File: config.mk
export PLATFORM = sky130hd
export DESIGN_NAME = ahcr_top
export DESIGN_NICKNAME = d
export VERILOG_FILES = /design/src/ahcr_pkg.sv /design/src/ahcr_field.sv /design/src/ahcr_top.sv
export SDC_FILE = /design/constraint.sdc
export NUM_CORES = 1
export LEC_CHECK = 0
export BUFFER_PORTS_ARGS = -buffer_cell sky130_fd_sc_hd__buf_4
export CELL_PAD_IN_SITES_DETAIL_PLACEMENT = 1
export CELL_PAD_IN_SITES_GLOBAL_PLACEMENT = 1
export CORE_ASPECT_RATIO = 1.5
export CORE_MARGIN = 3
export CORE_UTILIZATION = 31
export DETAILED_ROUTE_END_ITERATION = 10
export GPL_TIMING_DRIVEN = 0
export PLACE_DENSITY = 0.86
export SLEW_MARGIN = 0
export SYNTH_ARGS = -nofsm -noshare
export SYNTH_HDL_FRONTEND = slang
export SYNTH_SLANG_ARGS = --single-unit
export TNS_END_PERCENT = 100
File: constraint.sdc
create_clock -name i_clk -period 1.2 [get_ports i_clk]
set_input_delay 0.3 -clock i_clk [delete_from_list [all_inputs] [get_ports i_clk]]
set_output_delay 0.3 -clock i_clk [all_outputs]
set_load 0.005 [all_outputs]
File: src/ahcr_pkg.sv
// Package: adapter control register layout, reset values and structs
package ahcr_pkg;
    // ==================================================
    // Field positions
    localparam int BIT_STRAP0 = 0;
    localparam int BIT_STRAP2 = 2;
    localparam int BIT_HOLD_ACK = 4;
    localparam int BIT_DIR = 5;
    localparam int BIT_BUS_REQ = 6;
    localparam int BIT_PDMA_EN = 7;
    localparam int BIT_ADAPTER_RESET_BIT = 8;
    localparam int BIT_HALT = 9;
    localparam int BIT_BOOT = 10;
    localparam int BIT_LBP = 11;
    localparam int BIT_IRQ_EN = 12;
    localparam int BIT_PEN = 13;
    localparam int BIT_NSEL0 = 14;
    localparam int BIT_NSEL1 = 15;
    // ==================================================
    // Reset values
    localparam logic RST_ADAPTER_RESET_BIT = 1'h0;
    localparam logic RST_HALT_NOBOOT = 1'h1;
    localparam logic RST_LBP = 1'h0;
    localparam logic RST_IRQ_EN = 1'h1;
    localparam logic RST_NSEL0 = 1'h0;
    localparam logic RST_NSEL1 = 1'h1;
    localparam logic [1:0] NSEL_16M = 2'h2; // {sel1,sel0}
    localparam logic [1:0] NSEL_4M = 2'h3;
    // ==================================================
    // Host write access
    typedef struct packed {
        logic we;
        logic [1:0] be;   // [1]=msb byte, [0]=lsb byte
        logic [15:0] data;
    } ahcr_wr_s;
    // Clock monitor flags
    typedef struct packed {
        logic osc_bad;
        logic phy_xtal_bad;
        logic rclk_bad;
        logic system_bus_clock_bad;
    } ahcr_clkmon_s;
endpackage

File: src/ahcr_field.sv
// One writable control bit with protect and set-only options
`timescale 1ns/10ps
module ahcr_field #(
    parameter logic RST_VAL = 1'h0,
    parameter bit PROTECTED = 1'b0,
    parameter bit SET_ONLY = 1'b0
) (
    input wire logic i_clk,
    input wire logic i_rst,
    input wire logic i_rst_val_sel,   // Use i_rst_val instead of RST_VAL
    input wire logic i_rst_val,
    input wire logic i_wr,
    input wire logic i_wdata,
    input wire logic i_adapter_reset_bit,        // Adapter reset bit currently set
    input wire logic i_force_clr,     // Hardware clear, wins over write
    output logic o_q
);
    logic q_q;
    logic q_d;
    logic wr_ok;
    // Protected fields only take writes during adapter reset
    assign wr_ok = i_wr && (!PROTECTED || i_adapter_reset_bit);
    // Set-only fields may go high but never be written low
    assign q_d = i_force_clr ? 1'b0 :
                 !wr_ok ? q_q :
                 SET_ONLY ? (q_q | i_wdata) : i_wdata;
    // ==================================================
    // Storage
    always_ff @(posedge i_clk) begin
        if (i_rst) begin
            q_q <= i_rst_val_sel ? i_rst_val : RST_VAL;
        end else begin
            q_q <= q_d;
        end
    end
    assign o_q = q_q;
endmodule

File: src/ahcr_top.sv
// Adapter host control register: pseudo-DMA, reset, boot and net select
`timescale 1ns/10ps
module ahcr_top
    import ahcr_pkg::*;
(
    input wire logic i_clk,               // System bus clock
    input wire logic i_rst,               // External reset pin
    input wire ahcr_wr_s i_wr,            // Host direct-I/O write
    input wire logic i_rd,                // Host direct-I/O read
    input wire ahcr_clkmon_s i_clkmon,    // Clock monitor flags
    input wire logic i_intel_mode,        // Bus type strap, 1 = Intel
    input wire logic i_boot_strap,        // Boot memory strap
    input wire logic i_parity_strap,      // Parity enable strap
    input wire logic i_net_type_strap0,
    input wire logic i_net_type_strap2,
    input wire logic i_dma_direction_pin, // Current pseudo-DMA direction
    input wire logic i_bus_request_pin,   // Raw bus request pin level
    input wire logic i_hold_ack_pin,      // External hold-ack / grant
    input wire logic i_status_irq,        // Status register interrupt pending
    input wire logic i_parity_err_raw,    // Internal parity mismatch seen
    input wire logic i_boot_region,       // Access hits chapters 0 or 31
    input wire logic i_mem_strobe,        // Memory cycle strobe from core
    output logic [15:0] o_rdata,          // Register read data
    output logic o_core_reset,            // Reset to rest of device
    output logic o_cp_bus_grant,          // Processor allowed on buses
    output logic o_memory_column_strobe,
    output logic o_memory_rom_enable,
    output logic o_local_bus_priority,
    output logic o_master_dma_allowed,
    output logic o_pdma_active,
    output logic o_pdma_irq,
    output logic o_hold_ack,              // Acknowledge used by core DMA
    output logic o_system_irq_pin,
    output logic o_parity_error,
    output logic o_net_select_out0,
    output logic o_net_select_out1
);
    // ==================================================
    // Write strobes per byte
    logic wr_lo;
    logic wr_hi;
    logic clk_bad;
    logic adapter_reset_bit;
    logic hold_ack;
    logic dir_q;
    logic bus_req_q;
    logic pdma_en;
    logic halt;
    logic boot;
    logic local_bus_priority;
    logic irq_en;
    logic parity_check_enable;
    logic nsel0;
    logic nsel1;
    logic bus_req_now;
    logic irq_d;
    logic [15:0] rdata_d;
    logic [15:0] rdata_q;
    logic irq_q;
    logic cas_q;
    logic rom_q;
    logic perr_q;
    logic [15:0] wd;

    assign wd = i_wr.data;
    assign wr_lo = i_wr.we && i_wr.be[0];
    assign wr_hi = i_wr.we && i_wr.be[1];
    // Any bad monitored clock forces adapter reset
    assign clk_bad = |i_clkmon;

    // ==================================================
    // Control fields
    // Adapter reset: set-by-hardware wins over a host write of 0
    ahcr_field #(.RST_VAL(RST_ADAPTER_RESET_BIT)) u_adapter_reset_bit (
        .i_clk(i_clk), .i_rst(i_rst), .i_rst_val_sel(1'b0), .i_rst_val(1'b0),
        .i_wr(wr_hi || clk_bad), .i_wdata(wd[BIT_ADAPTER_RESET_BIT] | clk_bad),
        .i_adapter_reset_bit(1'b0), .i_force_clr(1'b0), .o_q(adapter_reset_bit)
    );
    // Hold-ack: protected, cleared whenever pseudo-DMA off
    ahcr_field #(.RST_VAL(1'h0), .PROTECTED(1'b1)) u_hlda (
        .i_clk(i_clk), .i_rst(i_rst), .i_rst_val_sel(1'b0), .i_rst_val(1'b0),
        .i_wr(wr_lo), .i_wdata(wd[BIT_HOLD_ACK]), .i_adapter_reset_bit(adapter_reset_bit),
        .i_force_clr(!pdma_en), .o_q(hold_ack)
    );
    // Pseudo-DMA enable is set-only
    ahcr_field #(.RST_VAL(1'h0), .SET_ONLY(1'b1)) u_pdma (
        .i_clk(i_clk), .i_rst(i_rst), .i_rst_val_sel(1'b0), .i_rst_val(1'b0),
        .i_wr(wr_lo), .i_wdata(wd[BIT_PDMA_EN]), .i_adapter_reset_bit(adapter_reset_bit),
        .i_force_clr(1'b0), .o_q(pdma_en)
    );
    ahcr_field #(.RST_VAL(RST_HALT_NOBOOT), .PROTECTED(1'b1)) u_halt (
        .i_clk(i_clk), .i_rst(i_rst), .i_rst_val_sel(1'b1), .i_rst_val(!i_boot_strap),
        .i_wr(wr_hi), .i_wdata(wd[BIT_HALT]), .i_adapter_reset_bit(adapter_reset_bit),
        .i_force_clr(1'b0), .o_q(halt)
    );
    ahcr_field #(.RST_VAL(1'h0), .PROTECTED(1'b1)) u_boot (
        .i_clk(i_clk), .i_rst(i_rst), .i_rst_val_sel(1'b1), .i_rst_val(i_boot_strap),
        .i_wr(wr_hi), .i_wdata(wd[BIT_BOOT]), .i_adapter_reset_bit(adapter_reset_bit),
        .i_force_clr(1'b0), .o_q(boot)
    );
    ahcr_field #(.RST_VAL(RST_LBP)) u_lbp (
        .i_clk(i_clk), .i_rst(i_rst), .i_rst_val_sel(1'b0), .i_rst_val(1'b0),
        .i_wr(wr_hi), .i_wdata(wd[BIT_LBP]), .i_adapter_reset_bit(adapter_reset_bit),
        .i_force_clr(1'b0), .o_q(local_bus_priority)
    );
    ahcr_field #(.RST_VAL(RST_IRQ_EN)) u_irqen (
        .i_clk(i_clk), .i_rst(i_rst), .i_rst_val_sel(1'b0), .i_rst_val(1'b0),
        .i_wr(wr_hi), .i_wdata(wd[BIT_IRQ_EN]), .i_adapter_reset_bit(adapter_reset_bit),
        .i_force_clr(1'b0), .o_q(irq_en)
    );
    ahcr_field #(.RST_VAL(1'h0), .PROTECTED(1'b1)) u_pen (
        .i_clk(i_clk), .i_rst(i_rst), .i_rst_val_sel(1'b1), .i_rst_val(i_parity_strap),
        .i_wr(wr_hi), .i_wdata(wd[BIT_PEN]), .i_adapter_reset_bit(adapter_reset_bit),
        .i_force_clr(1'b0), .o_q(parity_check_enable)
    );
    // Net select: protected, power-up to 16 Mbit/s
    ahcr_field #(.RST_VAL(RST_NSEL0), .PROTECTED(1'b1)) u_nsel0 (
        .i_clk(i_clk), .i_rst(i_rst), .i_rst_val_sel(1'b0), .i_rst_val(1'b0),
        .i_wr(wr_hi), .i_wdata(wd[BIT_NSEL0]), .i_adapter_reset_bit(adapter_reset_bit),
        .i_force_clr(1'b0), .o_q(nsel0)
    );
    ahcr_field #(.RST_VAL(RST_NSEL1), .PROTECTED(1'b1)) u_nsel1 (
        .i_clk(i_clk), .i_rst(i_rst), .i_rst_val_sel(1'b0), .i_rst_val(1'b0),
        .i_wr(wr_hi), .i_wdata(wd[BIT_NSEL1]), .i_adapter_reset_bit(adapter_reset_bit),
        .i_force_clr(1'b0), .o_q(nsel1)
    );

    // ==================================================
    // Pseudo-DMA decode
    // Bus request polarity fixed so 1 always means requested
    assign bus_req_now = i_intel_mode ? i_bus_request_pin : !i_bus_request_pin;
    // Pin acknowledge ignored once pseudo-DMA selected
    assign o_hold_ack = pdma_en ? hold_ack : i_hold_ack_pin;
    assign o_pdma_active = pdma_en && bus_req_now && hold_ack;
    assign o_pdma_irq = pdma_en && bus_req_now && !hold_ack;
    assign o_master_dma_allowed = !pdma_en;
    assign irq_d = o_pdma_irq || (irq_en && i_status_irq);
    assign o_core_reset = i_rst || adapter_reset_bit;
    assign o_cp_bus_grant = !halt && !o_core_reset;
    assign o_local_bus_priority = local_bus_priority;

    // Read image; bit 3 reserved reads zero, bit 1 unconnected reads zero
    assign rdata_d = {nsel1, nsel0, parity_check_enable, irq_en, local_bus_priority, boot, halt, adapter_reset_bit,
                      pdma_en, bus_req_q, dir_q, hold_ack, 1'b0,
                      i_net_type_strap2, 1'b0, i_net_type_strap0};

    // ==================================================
    // Status sampling, outputs from flip-flops
    always_ff @(posedge i_clk) begin
        if (i_rst) begin
            dir_q <= 1'b0;
            bus_req_q <= 1'b0;
            irq_q <= 1'b0;
            rdata_q <= 16'h0000;
            cas_q <= 1'b0;
            rom_q <= 1'b0;
            perr_q <= 1'b0;
        end else begin
            dir_q <= i_dma_direction_pin;
            bus_req_q <= bus_req_now;
            irq_q <= irq_d;
            // Read data latched only on a read so it stays put for host
            if (i_rd) begin
                rdata_q <= rdata_d;
            end
            // RAM uses column strobe, ROM uses rom enable in boot chapters
            cas_q <= i_mem_strobe && (boot || !i_boot_region);
            rom_q <= i_mem_strobe && !boot && i_boot_region;
            perr_q <= parity_check_enable && i_parity_err_raw;
        end
    end

    assign o_rdata = rdata_q;
    assign o_system_irq_pin = irq_q;
    assign o_memory_column_strobe = cas_q;
    assign o_memory_rom_enable = rom_q;
    assign o_parity_error = perr_q;
    assign o_net_select_out0 = nsel0;
    assign o_net_select_out1 = nsel1;

    // ==================================================
    // Assertions
    a_hlda_needs_pdma: assert property (@(posedge i_clk) disable iff (i_rst)
        !pdma_en |-> !hold_ack) else $error("hold ack set without pseudo-DMA");
    a_clkfail_adapter_reset_bit: assert property (@(posedge i_clk) disable iff (i_rst)
        clk_bad |=> adapter_reset_bit) else $error("clock fail did not set adapter reset");
    a_nsel_protect: assert property (@(posedge i_clk) disable iff (i_rst)
        !adapter_reset_bit |=> $stable({nsel1, nsel0})) else $error("net select changed");
    a_pen_protect: assert property (@(posedge i_clk) disable iff (i_rst)
        !adapter_reset_bit |=> $stable({parity_check_enable, boot, halt})) else $error("protected changed");
    a_irq_pin: assert property (@(posedge i_clk) disable iff (i_rst)
        irq_d |=> o_system_irq_pin) else $error("irq pin missed");
    a_ack_source: assert property (@(posedge i_clk) disable iff (i_rst)
        pdma_en |-> o_hold_ack == hold_ack) else $error("pin ack used");
    a_core_reset: assert property (@(posedge i_clk)
        adapter_reset_bit |-> o_core_reset && !o_cp_bus_grant) else $error("reset not held");
    a_rom_boot: assert property (@(posedge i_clk) disable iff (i_rst)
        boot |=> !o_memory_rom_enable) else $error("rom enable in ram boot");
    a_nsel_reset: assert property (@(posedge i_clk)
        $past(i_rst) |-> {nsel1, nsel0} == NSEL_16M) else $error("bad nsel reset");
    c_pdma_irq: cover property (@(posedge i_clk) o_pdma_irq);
    c_pdma_active: cover property (@(posedge i_clk) o_pdma_active);
    c_nsel_4m: cover property (@(posedge i_clk) {nsel1, nsel0} == NSEL_4M);
endmodule

Yosys cells after proc, flatten, opt, wreduce, memory -nomap -nowiden
Cells that the tools add are included.
W data, S select, Z words.
{ "word_totals": {"ff_bits": 30, "in_bits": 38, "out_inout_bits": 29, "word_cells": 56} }
{ "op_classes": {"mux": 8, "n_bitwise": 3, "n_reduce_logical": 28} }
{ "ops": {"columns": ["cell", "count"], "rows": [
  ["$logic_and A1 B1 Y1", 13],
  ["$logic_not A1 Y1", 8],
  ["$mux W1", 8],
  ["$logic_or A1 B1 Y1", 4],
  ["$reduce_or A4 Y1", 1],
  ["$or A1 B1 Y1", 2],
  ["$reduce_bool A2 Y1", 1],
  ["$reduce_or A2 Y1", 1],
  ["$not A1 Y1", 1]
]} }

Logic depth before layout (Yosys ltp)
{ "depth": {"depth_word": 5, "mapped_depth": 4, "ltp_nobuf": 3} }

Hierarchy
Synthesis repeated with hierarchy kept, for this count alone.
{ "unflattened": {"hier_cells": 129, "hier_area_um2": 1355.0} }
{ "by_module_without_submodules": {"columns": ["mod", "n_inst", "cells_each", "area_per_inst_um2", "seq_area_each_um2"], "rows": [
  ["ahcr_top", 1, 79, 799.5, 400.4],
  ["ahcr_field at u_boot ...", 4, 5, 55.1, 30.0],
  ["ahcr_field at u_adapter_reset_bit ...", 3, 5, 52.6, 30.0],
  ["ahcr_field at u_halt ...", 2, 5, 60.1, 30.0],
  ["ahcr_field at u_irqen", 1, 5, 57.6, 30.0]
]} }

Worst setup path after synthesis
OpenSTA, ideal clock, no wires.
{ "synth_path": {"path_kind": "register to output", "start": "reg u_adapter_reset_bit.q_q, in the netlist u_adapter_reset_bit.o_q", "end": "out o_cp_bus_grant", "arrival_time_ps": 736, "path_slack_ps": 164, "stages_incl_launch_ff": 3, "cell_sequence": "dfxtp_1 > or2_2 > nor2_1"} }
{ "synth_via": {"elab_chain_cells": 3} }
{ "synth_lines": {"columns": ["item", "line_no", "source"], "rows": [
  ["from (decl)", "ahcr_field.sv:18", "logic q_q;"],
  ["from (signal assigned)", "ahcr_field.sv:31", "q_q <= i_rst_val_sel ? i_rst_val : RST_VAL;"],
  ["from (signal assigned)", "ahcr_field.sv:33", "q_q <= q_d;"],
  ["$logic_or A1 B1 Y1", "ahcr_top.sv:138", "assign o_core_reset = i_rst || adapter_reset_bit;"],
  ["named net o_core_reset", "ahcr_top.sv:24", "output logic o_core_reset,"],
  ["$logic_not A1 Y1", "ahcr_top.sv:139", "assign o_cp_bus_grant = !halt && !o_core_reset;"],
  ["$logic_and A1 B1 Y1", "ahcr_top.sv:139", null],
  ["to (decl)", "ahcr_top.sv:25", "output logic o_cp_bus_grant,"]
]} }
The timed path passes the listed nets, and every way through them passes these cells.

Final worst setup path
{ "layout_path": {"start": "reg u_adapter_reset_bit.q_q, in the netlist u_adapter_reset_bit.o_q", "end": "out o_cp_bus_grant"} }
{ "layout_via": {"elab_chain_cells": 3} }
{ "layout_lines": {"columns": ["item", "line_no"], "rows": [
  ["$logic_or A1 B1 Y1", "ahcr_top.sv:138"],
  ["$logic_not A1 Y1", "ahcr_top.sv:139"],
  ["$logic_and A1 B1 Y1", "ahcr_top.sv:139"]
]} }
Every way passes these cells.

==> reports/qor.log <==
qor: run_status.outcome complete, but fails checks
qor: run_status.failing_checks negative setup slack
qor: place.placedInstanceArea 1640 sq um
qor: critical_path.cp.arrival 1.04 ns
qor: critical_path.critical_path_class reg2out
qor: hold_path.holdCritPathClass in2reg
qor: critical_path.cp_max_fo 2
qor: timing.finalCritPeriodShare 112%
qor: global_route.globalRouteTotalUtil 16.8%
qor: routing.wire_per_inst 16.3 microns
qor: layout.drive_above_1_share 50.8%
qor: pwr.power.density 1210 nW/um^2
qor: flow_run.max_cap_viol_count 0
qor: pwr.vdd.ir_drop.worst 0.618 mV
qor: critical_path.worstSetupStartpointType flip-flop
qor: synthesis.synth-adder-area-share 0%
qor: layout.design_area 1820 sq um
qor: layout.final_nets 217
qor: synthesis.async_reset_ff_share 0%
qor: layout.area_growth_syn_to_layout 56.9%
qor: layout.leading_cell_type_in_the_layout_fill_and_taps_excluded buf_4
qor: layout.most-common-layout-cells buf_4, dfxtp_1, mux2i_1
qor: timing.final.setup.worst_slack -0.145 ns
qor: timing.grt_setup_unrepaired yes
qor: layout.final-instance-count-excl-fill 221
qor: critical_path.required 0.90 ns
qor: synthesis.postSynthCellCount 108
qor: synthesis.compound_cell_area_share_of_the_yosys_netlist 3.35%
qor: synthesis.netlist-cell-type-count 28
qor: critical_path.endpoint_kind primary output
qor: clocking.tritoncts_buffer_count 5
qor: synthesis.post_synth_instance_area 1160 sq um
qor: clocking.cts_tree built
qor: clocking.cts.reportedPaths.clkPinSlew 0.06 ns
qor: global_route.first_pass_grt_wire_length 5.64 mm
qor: floorplan.core.rowCount 26
qor: synthesis.synth_top_flop_cell dfxtp_1
qor: timing.timing.final.crit_period 1.34 ns
qor: place.placed_cells_incl_taps 208
qor: floorplan.chipHeight 80.9 microns
qor: routing.sum_of_routed_wire_length_over_all_layers 3.60 mm
qor: global_route.grt_overflow_total 0
qor: clocking.ctsLongestPathBuffers 2
qor: timing.number_of_hold_violations_in_the_final_report 0
qor: routing.drt_pass1_iterations 3
qor: timing.timing_max_transition_violations_final 0
qor: synthesis.synth_warnings 0
qor: synthesis.yosysSeqAreaShare 54.4%
qor: synthesis.post_synth_mux_area_share 18.4%
qor: critical_path.regToRegSetupSlack 0.14 ns
qor: floorplan.die_area 4520 sq um
qor: timing.clock_skew 0.00383 ns
qor: timing.setup_violations 6
qor: floorplan.floorplan.io_pins 67
qor: clocking.cts-htree-levels 2
qor: floorplan.start_util 33.0%
qor: clocking.cts-root-buf clkbuf_8
qor: layout.antenna_cells 0
qor: pwr.total_leakage_power 0.919 nW
qor: synthesis.synth_xor_area_share 1.40%
qor: clocking.clock_network_latency_to_the_later_pin_of_the_worst_skew_pair 0.28 ns
qor: synthesis.synth_enable_flop_cells 3
qor: routing.routed_via_density 4.69
qor: global_route.number_of_global_route_vias_before_repair 1129
qor: place.globalplace.congestion 0.830
qor: routing.initial_drc_count 28
qor: synthesis.synth.avg_cell_area 10.7 sq um
qor: synthesis.number_of_synthesized_register_bits 30
qor: global_route.number_of_antenna_violations_at_the_first_check_in_global_routing 0
qor: global_route.grt_start_max_net_pins 11
qor: routing.antenna_violation_net_count_after_detailed_routing 0
qor: floorplan.core_box_area 3510 sq um
qor: synthesis.synth_simple_gate_area_share 16.2%
qor: timing.fmaxAchievable 0.744 GHz
qor: routing.drt_drc 0
qor: synthesis.synth_top_family_by_area multiplexers
qor: routing.detailroute.via_count 1036
qor: floorplan.horizontal_die_dimension 55.9 microns
qor: clocking.cts_sinks 30
qor: place.port_buffers 57
qor: place.hpwlAfterDp 2.57 mm
==> logic make-up (layout without fill, tap and decap cells) <==
group	Yosys count	after routing
muxes	21	21
buffers and inverters	10	80
other	1	2
AOI/OAI and AO/OA	6	6
xor gates and xnor gates	1	1
and+or+nand+nor	39	39
DFF	30	30
==> cell type report <==
class | count | area [sq um]
fillers | 417 | 1700
flip-flops and latches | 30 | 639
multi-input cells | 69 | 492
repair buffers | 63 | 484
clock buffers | 5 | 68.8
plain buffers | 7 | 57.6
well taps | 42 | 52.6
inverters | 3 | 13.8
clock inverters | 2 | 10.0
==> per-stage QoR <==
| step | utilization [%] | setup slack (ns) | power [W] | setup TNS (ns) | hold slack, ns |
|---|---|---|---|---|---|
| after CTS | 50.4 | -0.159 | 0.00220 | -0.406 | 0.225 |
| after global placement | 46.8 | -0.0354 | 0.00142 | -0.0354 | 0.446 |
| after floorplan | - | 0.164 | 0.00124 | 0 | 0.423 |
| after detailed placement | 46.8 | -0.0421 | 0.00143 | -0.0421 | 0.478 |
| after global routing | 51.7 | -0.188 | 0.00230 | -0.681 | 0.241 |
| final | 51.7 | -0.145 | 0.00219 | -0.470 | 0.227 |
==> synthesized netlist by cell type (2+ instances only) <==
library cell / number / area [sq um]
buf_4: 5 / 37.5
a21oi_1: 3 / 15.0
nor2b_1: 2 / 12.5
mux2_2: 2 / 22.5
nor2_1: 19 / 71.3
edfxtp_1: 3 / 90.1
dfxtp_1: 27 / 541
nand2b_1: 2 / 12.5
mux2i_1: 19 / 190
inv_1: 2 / 7.51
nand3_1: 4 / 20.0
nand2_1: 4 / 15.0
==> report_power, final <==
group / internal, W / leakage, nW / switching [W]
combinational: 0.000203 / 0.622 / 0.000134
sequential: 0.00107 / 0.253 / 0.0000346
clock: 0.000388 / 0.0438 / 0.000367
==> worst paths after layout <==
check,start,end,depth (start not counted)
max,u_adapter_reset_bit.o_q,o_cp_bus_grant,3
max reg2reg,u_adapter_reset_bit.o_q,u_pen.o_q,3
min reg2reg,dir_q,o_rdata[5],2
min,i_dma_direction_pin,dir_q,2
==> per-layer routing <==
layer	vias up	global-route usage, %	wire length (microns)
met5	-	0	0
met4	0	8.55	77
met3	6	5.25	236
li1	495	-	-
met2	45	33.3	2070
met1	490	15.2	1210
==> what timing repair did <==
action                                  CTS  global route
pin swaps                                 5             2
endpoints found under the setup margin    5             9
gates resized for setup                   9             9
setup buffers                             4             2
hold buffers                              0             0
==> worst max-delay path, stage by stage, from the launching register on <==
cell and delay, ns:
dfxtp_2 0.32, or2_4 0.26, nor2_4 0.08, buf_6 0.10
==> flip-flops by register name (all words and copies together) (netlist names) <==
register                 flops
u_nsel1.o_q                  1
u_nsel0.o_q                  1
dir_q                        1
u_pen.o_q                    1
o_memory_rom_enable          1
u_boot.o_q                   1
u_halt.o_q                   1
o_parity_error               1
u_lbp.o_q                    1
u_hlda.o_q                   1
u_pdma.o_q                   1
u_adapter_reset_bit.o_q      1
bus_req_q                    1
o_memory_column_strobe       1
u_irqen.o_q                  1
o_system_irq_pin             1
o_rdata                     14
Power figures use the tool's default switching activity.
